[config.mk]
export PLATFORM = sky130hd
export DESIGN_NAME = uft_top
export DESIGN_NICKNAME = d
export VERILOG_FILES = /design/src/rtl/uft_baud.v /design/src/rtl/uft_rxchk.v /design/src/rtl/uft_top.v
export VERILOG_INCLUDE_DIRS = /design/src /design/src/rtl
export SDC_FILE = /design/constraint.sdc
export NUM_CORES = 1
export LEC_CHECK = 0
export BUFFER_PORTS_ARGS = -buffer_cell sky130_fd_sc_hd__buf_2
export CORE_MARGIN = 2
export CORE_UTILIZATION = 40
export CTS_CLUSTER_DIAMETER = 80
export CTS_CLUSTER_SIZE = 20
export DETAILED_ROUTE_END_ITERATION = 12
export GPL_TIMING_DRIVEN = 0
export MAX_ROUTING_LAYER = met4
export PLACE_DENSITY = 0.68
export SYNTH_ARGS = -nofsm -noshare
export SYNTH_HDL_FRONTEND = slang
export SYNTH_HIERARCHICAL = 1
export SYNTH_SLANG_ARGS = --single-unit
[constraint.sdc]
create_clock -name mclk_i -period 6.6 [get_ports mclk_i]
set_input_delay 0.33 -clock mclk_i [delete_from_list [all_inputs] [get_ports mclk_i]]
set_output_delay 0.33 -clock mclk_i [all_outputs]
set_load 0.05 [all_outputs]
[src/rtl/uft_regs.vh]
`ifndef UFT_REGS_VH
`define UFT_REGS_VH
// register byte offsets
`define UFT_OFS_DATA     8'h00
`define UFT_OFS_CTRL     8'h04
`define UFT_OFS_FMT      8'h08
`define UFT_OFS_STAT     8'h0c
`define UFT_OFS_BAUD     8'h10
// control register bit positions
`define UFT_CTRL_TXON    0
`define UFT_CTRL_NINTH   1
`define UFT_CTRL_DBL     2
`define UFT_CTRL_SYNC    3
`define UFT_CTRL_MSTR    4
// format register field positions
`define UFT_FMT_SIZE_LO  0
`define UFT_FMT_SIZE_HI  2
`define UFT_FMT_PAR_LO   4
`define UFT_FMT_PAR_HI   5
`define UFT_FMT_STOP     6
// status register bit positions
`define UFT_STAT_EMPTY   0
`define UFT_STAT_DONE    1
`define UFT_STAT_FERR    2
`define UFT_STAT_BUSY    3
// character size and parity codes
`define UFT_SIZE_5       3'h0
`define UFT_SIZE_6       3'h1
`define UFT_SIZE_7       3'h2
`define UFT_SIZE_8       3'h3
`define UFT_SIZE_9       3'h7
`define UFT_PAR_EVEN     2'h2
`define UFT_PAR_ODD      2'h3
// reset values
`define UFT_RST_CTRL     5'h00
`define UFT_RST_FMT      7'h03
`define UFT_RST_BAUD     12'h000
// prescaler terminal counts: divide by 16, 8, 2
`define UFT_PRE_NORM     4'hf
`define UFT_PRE_DBL      4'h7
`define UFT_PRE_SYNC     4'h1
// receiver samples per bit
`define UFT_OS_NORM      5'h10
`define UFT_OS_DBL       5'h08
`define UFT_OS_SYNC      5'h01
`endif

[src/rtl/uft_baud.v]
`timescale 1ns/1ps
`include "uft_regs.vh"
module uft_baud #(
    parameter DIVW = 12
) (
    // clock and reset
    input  wire            mclk_i,
    input  wire            rstn_i,
    // rate selection
    input  wire [DIVW-1:0] divisor_i,
    input  wire            div_load_i,
    input  wire            double_rate_i,
    input  wire            sync_mode_i,
    input  wire            sync_master_i,
    // transfer clock pin
    input  wire            xck_i,
    output reg             xck_o,
    // rate enables
    output reg             base_tick_o,
    output reg             bit_en_o
);
    reg [DIVW-1:0] cnt_r;      // baud down-counter
    reg [3:0]      pre_r;      // bit prescaler
    reg            xs1_r;      // synchroniser stage one
    reg            xs2_r;      // synchroniser stage two
    reg            xs3_r;      // edge detector history
    wire [3:0]     pre_top = sync_mode_i ? `UFT_PRE_SYNC :
                             (double_rate_i ? `UFT_PRE_DBL : `UFT_PRE_NORM);
    wire           slave   = sync_mode_i & ~sync_master_i;

    // divisor counter, reloaded at zero or on a divisor write
    always @(posedge mclk_i or negedge rstn_i) begin
        if (!rstn_i) begin
            cnt_r       <= {DIVW{1'b0}};
            base_tick_o <= 1'b0;
        end else begin
            base_tick_o <= (cnt_r == {DIVW{1'b0}}) & ~div_load_i;
            if (div_load_i || cnt_r == {DIVW{1'b0}}) begin
                cnt_r <= divisor_i;
            end else begin
                cnt_r <= cnt_r - 1'b1;
            end
        end
    end

    // bit enable from prescaler, or from external clock rising edge
    always @(posedge mclk_i or negedge rstn_i) begin
        if (!rstn_i) begin
            pre_r    <= 4'h0;
            bit_en_o <= 1'b0;
            xck_o    <= 1'b0;
            xs1_r    <= 1'b0;
            xs2_r    <= 1'b0;
            xs3_r    <= 1'b0;
        end else begin
            xs1_r <= xck_i;
            xs2_r <= xs1_r;
            xs3_r <= xs2_r;
            if (div_load_i) begin
                pre_r <= 4'h0;
            end else if (base_tick_o) begin
                pre_r <= (pre_r >= pre_top) ? 4'h0 : pre_r + 1'b1;
            end
            if (slave) begin
                // two clock delay through sync, edge detect on stage two
                bit_en_o <= xs2_r & ~xs3_r;
            end else begin
                bit_en_o <= base_tick_o & (pre_r == 4'h0) & ~div_load_i;
            end
            // master clock rises with each bit enable, one cycle before txd_r changes
            if (!(sync_mode_i & sync_master_i)) begin
                xck_o <= 1'b0;
            end else if (base_tick_o) begin
                xck_o <= (pre_r == 4'h0);
            end
        end
    end
endmodule

[src/rtl/uft_rxchk.v]
`timescale 1ns/1ps
module uft_rxchk (
    // clock and reset
    input  wire       mclk_i,
    input  wire       rstn_i,
    // shared format and rate
    input  wire       samp_en_i,
    input  wire [4:0] os_i,
    input  wire [3:0] nbits_i,
    input  wire       par_en_i,
    // line
    input  wire       rxd_i,
    // result
    output reg        ferr_o
);
    localparam R_IDLE  = 2'h0;
    localparam R_START = 2'h1;
    localparam R_BITS  = 2'h2;
    localparam R_STOP  = 2'h3;
    reg [1:0]  st_r;       // framing state
    reg [4:0]  cnt_r;      // samples to next bit centre
    reg [3:0]  bits_r;     // bits taken so far
    wire [3:0] last = nbits_i + {3'h0, par_en_i} - 4'h1;

    // frame tracker; only the first stop bit is looked at
    always @(posedge mclk_i or negedge rstn_i) begin
        if (!rstn_i) begin
            st_r   <= R_IDLE;
            cnt_r  <= 5'h00;
            bits_r <= 4'h0;
            ferr_o <= 1'b0;
        end else begin
            ferr_o <= 1'b0;
            if (samp_en_i) begin
                case (st_r)
                    R_IDLE: begin
                        if (!rxd_i) begin
                            cnt_r  <= os_i >> 1;
                            bits_r <= 4'h0;
                            st_r   <= (os_i == 5'h01) ? R_BITS : R_START;
                        end
                    end
                    R_START: begin
                        if (cnt_r != 5'h00) begin
                            cnt_r <= cnt_r - 1'b1;
                        end else if (rxd_i) begin
                            st_r <= R_IDLE;   // glitch, not a start
                        end else begin
                            cnt_r <= os_i - 1'b1;
                            st_r  <= R_BITS;
                        end
                    end
                    R_BITS: begin
                        if (cnt_r != 5'h00) begin
                            cnt_r <= cnt_r - 1'b1;
                        end else begin
                            cnt_r <= os_i - 1'b1;
                            if (bits_r == last) begin
                                st_r <= R_STOP;
                            end else begin
                                bits_r <= bits_r + 1'b1;
                            end
                        end
                    end
                    R_STOP: begin
                        if (cnt_r != 5'h00) begin
                            cnt_r <= cnt_r - 1'b1;
                        end else begin
                            ferr_o <= ~rxd_i;
                            st_r   <= R_IDLE;   // second stop ignored
                        end
                    end
                    default: st_r <= R_IDLE;
                endcase
            end
        end
    end
endmodule

[src/rtl/uft_top.v]
`timescale 1ns/1ps
`include "uft_regs.vh"
module uft_top #(
    parameter AW   = 8,
    parameter DW   = 16,
    parameter DIVW = 12
) (
    // clock and reset
    input  wire          mclk_i,
    input  wire          rstn_i,
    // register port
    input  wire [AW-1:0] addr_i,
    input  wire [DW-1:0] wdata_i,
    input  wire          wr_i,
    input  wire          rd_i,
    output reg  [DW-1:0] rdata_o,
    // serial line
    output reg           serial_out_pin_o,
    output reg           serial_out_pin_oe_n_o,
    input  wire          rxd_i,
    // transfer clock pin
    input  wire          sync_clock_pin_i,
    output wire          sync_clock_pin_o,
    output reg           sync_clock_pin_oe_n_o,
    // status flags
    output reg           tx_buffer_empty_flag_o,
    output reg           tx_done_flag_o
);
    // transmit states
    localparam T_IDLE  = 3'h0;
    localparam T_WAIT  = 3'h1;
    localparam T_START = 3'h2;
    localparam T_DATA  = 3'h3;
    localparam T_PAR   = 3'h4;
    localparam T_STOP1 = 3'h5;
    localparam T_STOP2 = 3'h6;

    // address match against one register offset
    function hit;
        input [AW-1:0] a;
        input [AW-1:0] ofs;
        begin
            hit = (a == ofs);
        end
    endfunction

    // data bit count for a size code
    function [3:0] nbits_of;
        input [2:0] code;
        begin
            case (code)
                `UFT_SIZE_5: nbits_of = 4'h5;
                `UFT_SIZE_6: nbits_of = 4'h6;
                `UFT_SIZE_7: nbits_of = 4'h7;
                `UFT_SIZE_8: nbits_of = 4'h8;
                `UFT_SIZE_9: nbits_of = 4'h9;
                default:     nbits_of = 4'h8;   // reserved codes act as 8
            endcase
        end
    endfunction

    // software visible state
    reg [4:0]      ctrl_r;        // enable, ninth bit, rate and mode
    reg [6:0]      fmt_r;         // size, parity, stop count
    reg [DIVW-1:0] baud_r;        // baud divisor
    reg [8:0]      buf_r;         // single entry transmit buffer
    reg            buf_full_r;    // buffer holds a pending character
    reg            done_r;        // sticky transmit done
    reg            ferr_r;        // sticky frame error
    // transmit engine
    reg [2:0]      st_r;          // frame state
    reg [8:0]      shf_r;         // transmit shift register
    reg [3:0]      cnt_r;         // data bits sent so far
    reg            par_r;         // parity of loaded character
    reg            txd_r;         // line level being sent

    // decoded fields of the shared format
    wire [2:0] char_size_sel   = fmt_r[`UFT_FMT_SIZE_HI:`UFT_FMT_SIZE_LO];
    wire [1:0] parity_mode_sel = fmt_r[`UFT_FMT_PAR_HI:`UFT_FMT_PAR_LO];
    wire       stop_count_sel  = fmt_r[`UFT_FMT_STOP];
    wire       transmitter_on  = ctrl_r[`UFT_CTRL_TXON];
    wire       ninth_tx_bit    = ctrl_r[`UFT_CTRL_NINTH];
    wire       double_rate_sel = ctrl_r[`UFT_CTRL_DBL];
    wire       sync_mode_sel   = ctrl_r[`UFT_CTRL_SYNC];
    wire       sync_master_sel = ctrl_r[`UFT_CTRL_MSTR];
    // upper code bit set means parity on, low bit picks odd
    wire       par_en  = parity_mode_sel[1];
    wire       par_odd = parity_mode_sel == `UFT_PAR_ODD;
    wire [3:0] nbits   = nbits_of(char_size_sel);

    // bus strobes decoded once
    wire wr_data = wr_i & hit(addr_i, `UFT_OFS_DATA);
    wire wr_ctrl = wr_i & hit(addr_i, `UFT_OFS_CTRL);
    wire wr_fmt  = wr_i & hit(addr_i, `UFT_OFS_FMT);
    wire wr_stat = wr_i & hit(addr_i, `UFT_OFS_STAT);
    wire wr_baud = wr_i & hit(addr_i, `UFT_OFS_BAUD);

    // rate enables
    wire base_tick;
    wire bit_en;
    wire ferr_pulse;

    // divisor plus one, then 16, 8 or 2 per bit
    uft_baud #(
        .DIVW          (DIVW)
    ) u_baud (
        .mclk_i        (mclk_i),
        .rstn_i        (rstn_i),
        .divisor_i     (baud_r),
        .div_load_i    (wr_baud),
        .double_rate_i (double_rate_sel),
        .sync_mode_i   (sync_mode_sel),
        .sync_master_i (sync_master_sel),
        .xck_i         (sync_clock_pin_i),
        .xck_o         (sync_clock_pin_o),
        .base_tick_o   (base_tick),
        .bit_en_o      (bit_en)
    );

    // receiver framing sees the very same format fields
    wire [4:0] rx_os = sync_mode_sel ? `UFT_OS_SYNC :
                       (double_rate_sel ? `UFT_OS_DBL : `UFT_OS_NORM);
    uft_rxchk u_rxchk (
        .mclk_i    (mclk_i),
        .rstn_i    (rstn_i),
        .samp_en_i (sync_mode_sel ? bit_en : base_tick),
        .os_i      (rx_os),
        .nbits_i   (nbits),
        .par_en_i  (par_en),
        .rxd_i     (rxd_i),
        .ferr_o    (ferr_pulse)
    );

    // masked character and its parity, formed at load time
    reg [8:0] load_data;
    reg       load_par;
    integer   i;
    always @* begin
        load_data = 9'h000;
        for (i = 0; i < 9; i = i + 1) begin
            if (i < nbits) begin
                load_data[i] = buf_r[i];
            end
        end
        load_par = (^load_data) ^ par_odd;
    end

    // engine events
    wire last_stop = bit_en &
                     ((st_r == T_STOP1 && !stop_count_sel) ||
                      st_r == T_STOP2);
    wire idle_load = (st_r == T_IDLE) & buf_full_r;
    wire chain     = last_stop & buf_full_r;
    wire load      = idle_load | chain;
    wire set_done  = last_stop & ~buf_full_r;
    wire active    = (st_r != T_IDLE);

    // control registers; format is not latched per frame, so a
    // change in flight reshapes the running frame
    always @(posedge mclk_i or negedge rstn_i) begin
        if (!rstn_i) begin
            ctrl_r <= `UFT_RST_CTRL;
            fmt_r  <= `UFT_RST_FMT;
            baud_r <= `UFT_RST_BAUD;
        end else begin
            if (wr_ctrl) begin
                ctrl_r <= wdata_i[4:0];
            end
            if (wr_fmt) begin
                fmt_r <= wdata_i[6:0];
            end
            if (wr_baud) begin
                baud_r <= wdata_i[DIVW-1:0];
            end
        end
    end

    // transmit buffer; ninth bit taken from control at the write
    always @(posedge mclk_i or negedge rstn_i) begin
        if (!rstn_i) begin
            buf_r      <= 9'h000;
            buf_full_r <= 1'b0;
        end else begin
            if (wr_data) begin
                buf_r      <= {ninth_tx_bit, wdata_i[7:0]};
                buf_full_r <= 1'b1;      // write beats same-cycle load
            end else if (load) begin
                buf_full_r <= 1'b0;
            end
        end
    end

    // sticky flags; a set in the clearing cycle wins
    always @(posedge mclk_i or negedge rstn_i) begin
        if (!rstn_i) begin
            done_r <= 1'b0;
            ferr_r <= 1'b0;
        end else begin
            if (set_done) begin
                done_r <= 1'b1;
            end else if (wr_stat && wdata_i[`UFT_STAT_DONE]) begin
                done_r <= 1'b0;
            end
            if (ferr_pulse) begin
                ferr_r <= 1'b1;
            end else if (wr_stat && wdata_i[`UFT_STAT_FERR]) begin
                ferr_r <= 1'b0;
            end
        end
    end

    // frame engine; each bit_en ends one bit and starts the next
    always @(posedge mclk_i or negedge rstn_i) begin
        if (!rstn_i) begin
            st_r  <= T_IDLE;
            shf_r <= 9'h000;
            cnt_r <= 4'h0;
            par_r <= 1'b0;
            txd_r <= 1'b1;
        end else begin
            if (idle_load) begin
                // wait for a bit boundary so the start bit is whole
                shf_r <= load_data;
                par_r <= load_par;
                st_r  <= T_WAIT;
            end else if (bit_en) begin
                case (st_r)
                    T_WAIT: begin
                        txd_r <= 1'b0;
                        st_r  <= T_START;
                    end
                    T_START: begin
                        txd_r <= shf_r[0];
                        shf_r <= shf_r >> 1;
                        cnt_r <= 4'h1;
                        st_r  <= T_DATA;
                    end
                    T_DATA: begin
                        if (cnt_r >= nbits) begin
                            if (par_en) begin
                                txd_r <= par_r;
                                st_r  <= T_PAR;
                            end else begin
                                txd_r <= 1'b1;
                                st_r  <= T_STOP1;
                            end
                        end else begin
                            txd_r <= shf_r[0];
                            shf_r <= shf_r >> 1;
                            cnt_r <= cnt_r + 1'b1;
                        end
                    end
                    T_PAR: begin
                        txd_r <= 1'b1;
                        st_r  <= T_STOP1;
                    end
                    T_STOP1, T_STOP2: begin
                        if (st_r == T_STOP1 && stop_count_sel) begin
                            st_r <= T_STOP2;
                        end else if (chain) begin
                            // next start bit follows with no gap
                            shf_r <= load_data;
                            par_r <= load_par;
                            txd_r <= 1'b0;
                            st_r  <= T_START;
                        end else begin
                            txd_r <= 1'b1;
                            st_r  <= T_IDLE;
                        end
                    end
                    default: begin
                        txd_r <= 1'b1;
                        st_r  <= T_IDLE;
                    end
                endcase
            end
        end
    end

    // pin ownership; disable waits until nothing is pending
    always @(posedge mclk_i or negedge rstn_i) begin
        if (!rstn_i) begin
            serial_out_pin_o       <= 1'b1;
            serial_out_pin_oe_n_o  <= 1'b1;
            sync_clock_pin_oe_n_o  <= 1'b1;
            tx_buffer_empty_flag_o <= 1'b1;
            tx_done_flag_o         <= 1'b0;
        end else begin
            serial_out_pin_o       <= txd_r | ~active;
            serial_out_pin_oe_n_o  <= ~(transmitter_on | active |
                                        buf_full_r);
            sync_clock_pin_oe_n_o  <= ~(sync_mode_sel &
                                        sync_master_sel);
            tx_buffer_empty_flag_o <= ~buf_full_r;
            tx_done_flag_o         <= done_r;
        end
    end

    // read port; data valid only in the cycle after the strobe
    always @(posedge mclk_i or negedge rstn_i) begin
        if (!rstn_i) begin
            rdata_o <= {DW{1'b0}};
        end else if (rd_i) begin
            rdata_o <= {DW{1'b0}};
            if (hit(addr_i, `UFT_OFS_CTRL)) begin
                rdata_o[4:0] <= ctrl_r;
            end else if (hit(addr_i, `UFT_OFS_FMT)) begin
                rdata_o[6:0] <= fmt_r;
            end else if (hit(addr_i, `UFT_OFS_STAT)) begin
                rdata_o[`UFT_STAT_EMPTY] <= ~buf_full_r;
                rdata_o[`UFT_STAT_DONE]  <= done_r;
                rdata_o[`UFT_STAT_FERR]  <= ferr_r;
                rdata_o[`UFT_STAT_BUSY]  <= active;
            end else if (hit(addr_i, `UFT_OFS_BAUD)) begin
                rdata_o[DIVW-1:0] <= baud_r;
            end
        end else begin
            rdata_o <= {DW{1'b0}};
        end
    end
endmodule

### After elaboration in Yosys (flattened, before gate mapping)

Index checks and enable logic that the tools add are counted.

* logic and storage cells: 230
* input port bits: 30
* flip-flop bits (word level): 109

* bitwise gates (word level): 29
* multiplexer cells: 82
* equality and inequality tests: 35
* add/subtract/negate cells: 8
* magnitude comparators: 11
* reductions and logical operators: 35

Operators by type and width (count)
* 5-bit two-way mux: 9
* 9-bit two-way mux: 5
* 4-bit two-way mux: 10
* 12-bit two-way mux: 3
* 1-bit two-way mux: 32
* 9-bit case mux with 3 select lines: 1
* 5-bit case mux with 4 select lines: 1
* 2-bit nonzero test: 9
* 8-bit by 4-bit == test with 1-bit output (second input constant): 2
* 3-bit by 4-bit less-than comparator with 1-bit output (first input constant): 4
* 2-bit two-way mux: 8
* 2-bit != test (second input constant): 8
* 4-bit case mux with 2 select lines: 2
* 4-bit case mux with 4 select lines: 1
* 1-bit AND: 15
* 3-bit case mux with 5 select lines: 1
* 7-bit two-way mux: 2
* 4-bit by 1-bit adder with 4-bit output (second input constant): 3
* 3-bit == test (second input constant): 4
* 12-bit logical NOT: 1
* 3-bit two-way mux: 4
* 3-bit != test (second input constant): 4
* 4-bit AND reduction: 3
* 12-bit by 1-bit subtractor with 12-bit output (second input constant): 1
* other kinds (39): 67

### Longest topological paths before layout

* depth after elaboration: 11
* mapped depth: 12
* depth with buffers taken out: 10

### Cells and area by module

Netlist, hierarchy kept.

Modules (own cells, without submodules)
* uft_top: sequential area each 1785.5 um^2, area an instance 3567.2 um^2, times used 1, cells an instance 323
* uft_baud: sequential area each 550.5 um^2, area an instance 1199.9 um^2, times used 1, cells an instance 122
* uft_rxchk: sequential area each 300.3 um^2, area an instance 1117.3 um^2, times used 1, cells an instance 130

### Worst setup path before layout

Ideal clock, no wire load.

* kind: reg-to-reg
* from: register fmt_r[0]
* to: register u_rxchk.st_r[1]
* clock period less this slack: 2.796 ns
* cell stages (with the launch flop): 13
* arrival: 2.671 ns
* slack: 3.804 ns
* required time: 6.475 ns
* buffers on the path: 2
* setup time: 0.125 ns
* cell sequence: dfstp_2 clkbuf_1 nand3_1 o21ai_0 inv_1 ha_1 ha_1 xnor3_1 nand3_2 or2_1 buf_4 a21oi_2 mux2_4

* longest elaborated chain between the ends: 7
* elaborated cells between the ends (all ways): 10
* those cells by class: add/sub (2); eq/ne (5); mux (1); reduce/logical (2)

RTL lines
* start, declared: line uft_top.v:64 `reg [6:0] fmt_r;`
* start signal, assigned: line uft_top.v:163 `` fmt_r <= `UFT_RST_FMT; ``
* start signal, assigned: line uft_top.v:170 `fmt_r <= wdata_i[6:0];`
* 3-bit == test (tied with other cells): line uft_top.v:51 `case (code)`
* 4-bit case mux with 4 select lines *: line uft_top.v:51
* net nbits[0]: line uft_top.v:89 `wire [3:0] nbits = nbits_of(char_size_sel);`
* 4-bit by 1-bit adder with 4-bit output *: line uft_rxchk.v:23 `wire [3:0] last = nbits_i + {3'h0, par_en_i} - 4'h1;`
* 4-bit by 1-bit subtractor with 4-bit output *: line uft_rxchk.v:23
* 4-bit == test *: line uft_rxchk.v:58 `if (bits_r == last) begin`
* 2-bit by 1-bit != test with 1-bit output (no source line) *
* 6-bit AND reduction (no source line) *
* end signal, assigned: line uft_rxchk.v:40 `st_r <= (os_i == 5'h01) ? R_BITS : R_START;`
* end, declared: line uft_rxchk.v:20 `reg [1:0] st_r;`

Mark *: on every way through the listed nets, which the timed path passes. The rest lies on a longest branch.
A chain may end at the register's enable or synchronous reset.

### Worst setup path after layout

* from: register fmt_r[1]
* to: register shf_r[3]

* longest elaborated chain between the ends: 9
* elaborated cells between the ends (all ways): 15
* those cells by class: order compare (2); eq/ne (4); mux (7); reduce/logical (2)

RTL lines
* 3-bit == test (tied with other cells): line uft_top.v:51
* 4-bit case mux with 4 select lines *: line uft_top.v:51
* net nbits[0]: line uft_top.v:89
* 2-bit by 4-bit less-than comparator with 1-bit output: line uft_top.v:141 `if (i < nbits) begin`
* 1-bit two-way mux: line uft_top.v:141
* 9-bit two-way mux: line uft_top.v:260 `end else if (chain) begin`
* 9-bit two-way mux: line uft_top.v:258 `if (st_r == T_STOP1 && stop_count_sel) begin`
* 9-bit case mux with 3 select lines: line uft_top.v:227 `case (st_r)`
* 9-bit two-way mux: line uft_top.v:226 `end else if (bit_en) begin`
* 9-bit two-way mux: line uft_top.v:221 `if (idle_load) begin`
* end signal, assigned: line uft_top.v:223 `shf_r <= load_data;`
* end signal, assigned: line uft_top.v:234 `shf_r <= shf_r >> 1;`
* end signal, assigned: line uft_top.v:262 `shf_r <= load_data;`
* end, declared: line uft_top.v:72 `reg [8:0] shf_r;`

Mark *: on every way through the listed nets, which the timed path passes. The rest lies on a longest branch. The select of a mux whose other input is x is not followed.

==> results_dict.tcl <==
set metrics [dict create \
    status "complete, no violations" \
    maxSlewHeadroom 0.491 \
    setup_tns_ns 0 \
    synth_edf_count 0 \
    timing.final.crit_period_ns 3.13 \
    cts_resized 0 \
    synth_area_leaders "dfrtp_1 42%, mux2_2 7.7%, ha_1 4.9%, dfstp_2 3.1%, a21oi_1 3.1%" \
    synth_top_area_frac 0.417 \
    avgSynthCellArea_um2 10.2 \
    grt_max_degree 58 \
    cp_data_arrival_time_ns 3.40 \
    clock_latency_ns 0.36 \
    seqPwrFrac 0.472 \
    post_cts_buffers 0 \
    vias 4535 \
    syn-instance-count 575 \
    grt_pass1_vias 4444 \
    cts-root-buf "clkbuf_16" \
    grtUsageTotal 0.176 \
    worst_setup_path_end_kind "flip-flop" \
    grt-ovfl-total 0 \
    dp_hpwl_um 9600 \
    io_buffers 43 \
    internal_power_mw 1.14 \
    cts_sinks 105 \
    final_area_mm2 0.00668 \
    ys_seq_area_frac 0.448 \
    clock_path_buffers 2 \
    p_leak_nw 3.08 \
    setup_viol 0 \
    first_pass_iters 5 \
    drt-total-wl_um 13000 \
    muxShareOfSynthArea 0.100 \
    antenna_found_initial 0 \
    crit_fanout 10 \
    cts_inserted_buffers 9 \
    initial_core_util 0.406 \
    crit_required_ns 6.87 \
    hold_viol_final 0 \
    ys_ff_latch 105 \
    core.rowCount 44 \
    power.density_mw_per_mm2 248 \
    drt_iter0_drc 415 \
    netSwitchingPower_mw 0.521 \
    synth_fa_ha_area_frac 0.0489 \
    switching_share 0.314 \
    power_frac_comb 0.217 \
    cts.clk_slew.worst_paths_ns 0.07 \
    worst_hold_path_type "in -> async" \
    cts_tree "built" \
    pwr-share-clk 0.311 \
    cap_violations 0 \
    syn_area_mm2 0.00588 \
    hold_buffers 0 \
    ios 52 \
    avgViaCountPerCell 5.46 \
    floorplan.die_area_mm2 0.0157 \
    synthSimpleGateAreaFrac 0.178 \
    routabilityCongestion 0.907 \
    synth_compound_area_frac 0.137 \
    skew_ns 0.00840 \
    final_nets 694 \
    yosys.area.top_type "dfrtp_1" \
    coreArea_mm2 0.0145 \
    max_freq_ghz 0.319 \
    final_util 0.462 \
    grt_pass1_wl_um 21700 \
    drive_above_1_share 0.221 \
    die_w_um 125 \
    async_flop_share 1.00 \
    ys_types 78 \
    antenna_cells 0 \
    cts_htree_levels 3 \
    placed_area_mm2 0.00640 \
    die_y_um 125 \
    synth_xor_area_frac 0.0434 \
    synth_top_family_by_area "simple AND/OR/NAND/NOR gates" \
    yosysWarnings 6 \
    holdWs_ns 0.0496 \
    crit_type "reg -> reg" \
    wl_per_cell_um 15.7 \
    drtAntennaViolNets 0 \
    critPathLaunchType "flip-flop" \
    drcViolationCount 0 \
    slew_viol_final 0 \
    synthFlopType "dfrtp_1" \
    area_growth_pct 13.6 \
    period_share 0.475 \
    peakVddDrop_mv 0.125 \
    rsz0062_at_grt "false" \
    worst_slew_pin_slew_ns 0.763 \
]
-- routing by layer --
layer | track usage | vias up | wire, µm
li1 | - | 2150 | -
met1 | 0.223 | 2216 | 5970
met2 | 0.274 | 136 | 6110
met3 | 0.0261 | 33 | 552
met4 | 0.0922 | 0 | 401
met5 | - | - | 0
-- cells by family (layout without fill, tap and decap cells) --
family	after synthesis	count (layout)
xor gates and xnor gates	26	26
muxes	53	53
buffers and inverters	57	117
other	1	12
AOI/OAI and AO/OA	122	122
adders and majority gates	23	23
and+or+nand+nor	188	188
DFF	105	105
-- sequential cells by signal (all words and copies together), names as in the netlist, 2 cells and up --
name and flops:
baud_r 12, rdata_o 12, u_baud/cnt_r 12, buf_r 9, shf_r 9, fmt_r 7
ctrl_r 5, u_rxchk/cnt_r 5, cnt_r 4, u_baud/pre_r 4, u_rxchk/bits_r 4, st_r 3
u_rxchk/st_r 2
-- placed cells by master (no fill, tap or decap), drive strengths merged, types with 4 or more instances in the layout --
master	netlist	layout
dfrtp	98	98
buf	12	56
nand2	48	48
nor2	45	45
mux2	42	42
a21oi	37	37
clkbuf	18	30
inv	27	28
ha	23	23
o21ai	23	23
nor2b	14	14
xnor2	13	13
nor3	13	13
nand2b	12	12
conb	1	12
nand3	12	12
xor2	11	11
mux2i	11	11
a31oi	11	11
dfstp	7	7
nor3b	7	7
and3	6	6
o31ai	6	6
a21o	5	5
nand4	5	5
nor4b	5	5
a22oi	4	4
o221ai	4	4
o211ai	4	4
-- stage by stage --
step,worst slack [ns],instances,power [mW]
after floorplan,3.80,586,1.05
after global placement,3.56,813,1.13
after detailed placement,3.55,814,1.15
after CTS,3.53,830,1.67
after global routing,3.24,830,1.74
final,3.47,830,1.66
-- power by group through the flow --
| stage | clock, mW | sequential (mW) | combinational [mW] |
|---|---|---|---|
| after floorplan | 0 | 0.796 | 0.250 |
| after global placement | 0 | 0.788 | 0.340 |
| after detailed placement | 0 | 0.793 | 0.358 |
| after CTS | 0.529 | 0.782 | 0.359 |
| after global routing | 0.553 | 0.790 | 0.400 |
| final | 0.515 | 0.783 | 0.360 |
-- Yosys cell counts, drive strengths merged (4+ instances only) --
cell type	number
mux2	42
nand3	12
nor2b	14
mux2i	11
xnor2	13
xor2	11
nand2	48
nor4b	5
o21ai	23
a21oi	37
o211ai	4
o221ai	4
clkbuf	18
nor3b	7
ha	23
a22oi	4
a21o	5
dfrtp	98
nor2	45
and3	6
dfstp	7
buf	12
a31oi	11
inv	27
o31ai	6
nor3	13
nand4	5
nand2b	12
-- worst max-delay path, cell delays in order (launching register included) --
cell and delay [ns]:
dfstp_2 0.51, clkbuf_1 0.37, nand3_1 0.13, o21ai_0 0.14
ha_1 0.27, nand2b_1 0.15, a2111oi_2 0.54, or3_1 0.30
clkbuf_1 0.34, a21oi_1 0.12, a31oi_1 0.17
-- worst paths after layout --
check	depth (start not counted)	start	slack, ns	to
max in group asynchronous	2	rstn_i	5.80	fmt_r[0]$_DFFE_PN1P_
worst max register to register	10	fmt_r[1]$_DFFE_PN1P_	3.47	shf_r[3]$_DFFE_PN0P_
worst max-delay path	10	fmt_r[1]$_DFFE_PN1P_	3.47	shf_r[3]$_DFFE_PN0P_
min in group mclk_i	1	sync_clock_pin_i	0.07	u_baud/xs1_r$_DFF_PN0_
worst min register to register	0	u_baud/xs1_r$_DFF_PN0_	0.35	u_baud/xs2_r$_DFF_PN0_
worst min-delay path	1	rstn_i	0.05	u_rxchk/bits_r[3]$_DFFE_PN0P_
-- final cells by class --
class	instances	area (µm²)
Sequential cell	105	2640
Multi-Input combinational cell	424	3030
Clock inverter	4	26.3
Buffer	30	159
Fill cell	1335	7790
Timing Repair Buffer	44	245
Tap cell	184	230
Inverter	27	101
Clock buffer	12	256
Note: power is estimated with default switching activity, not from simulation.
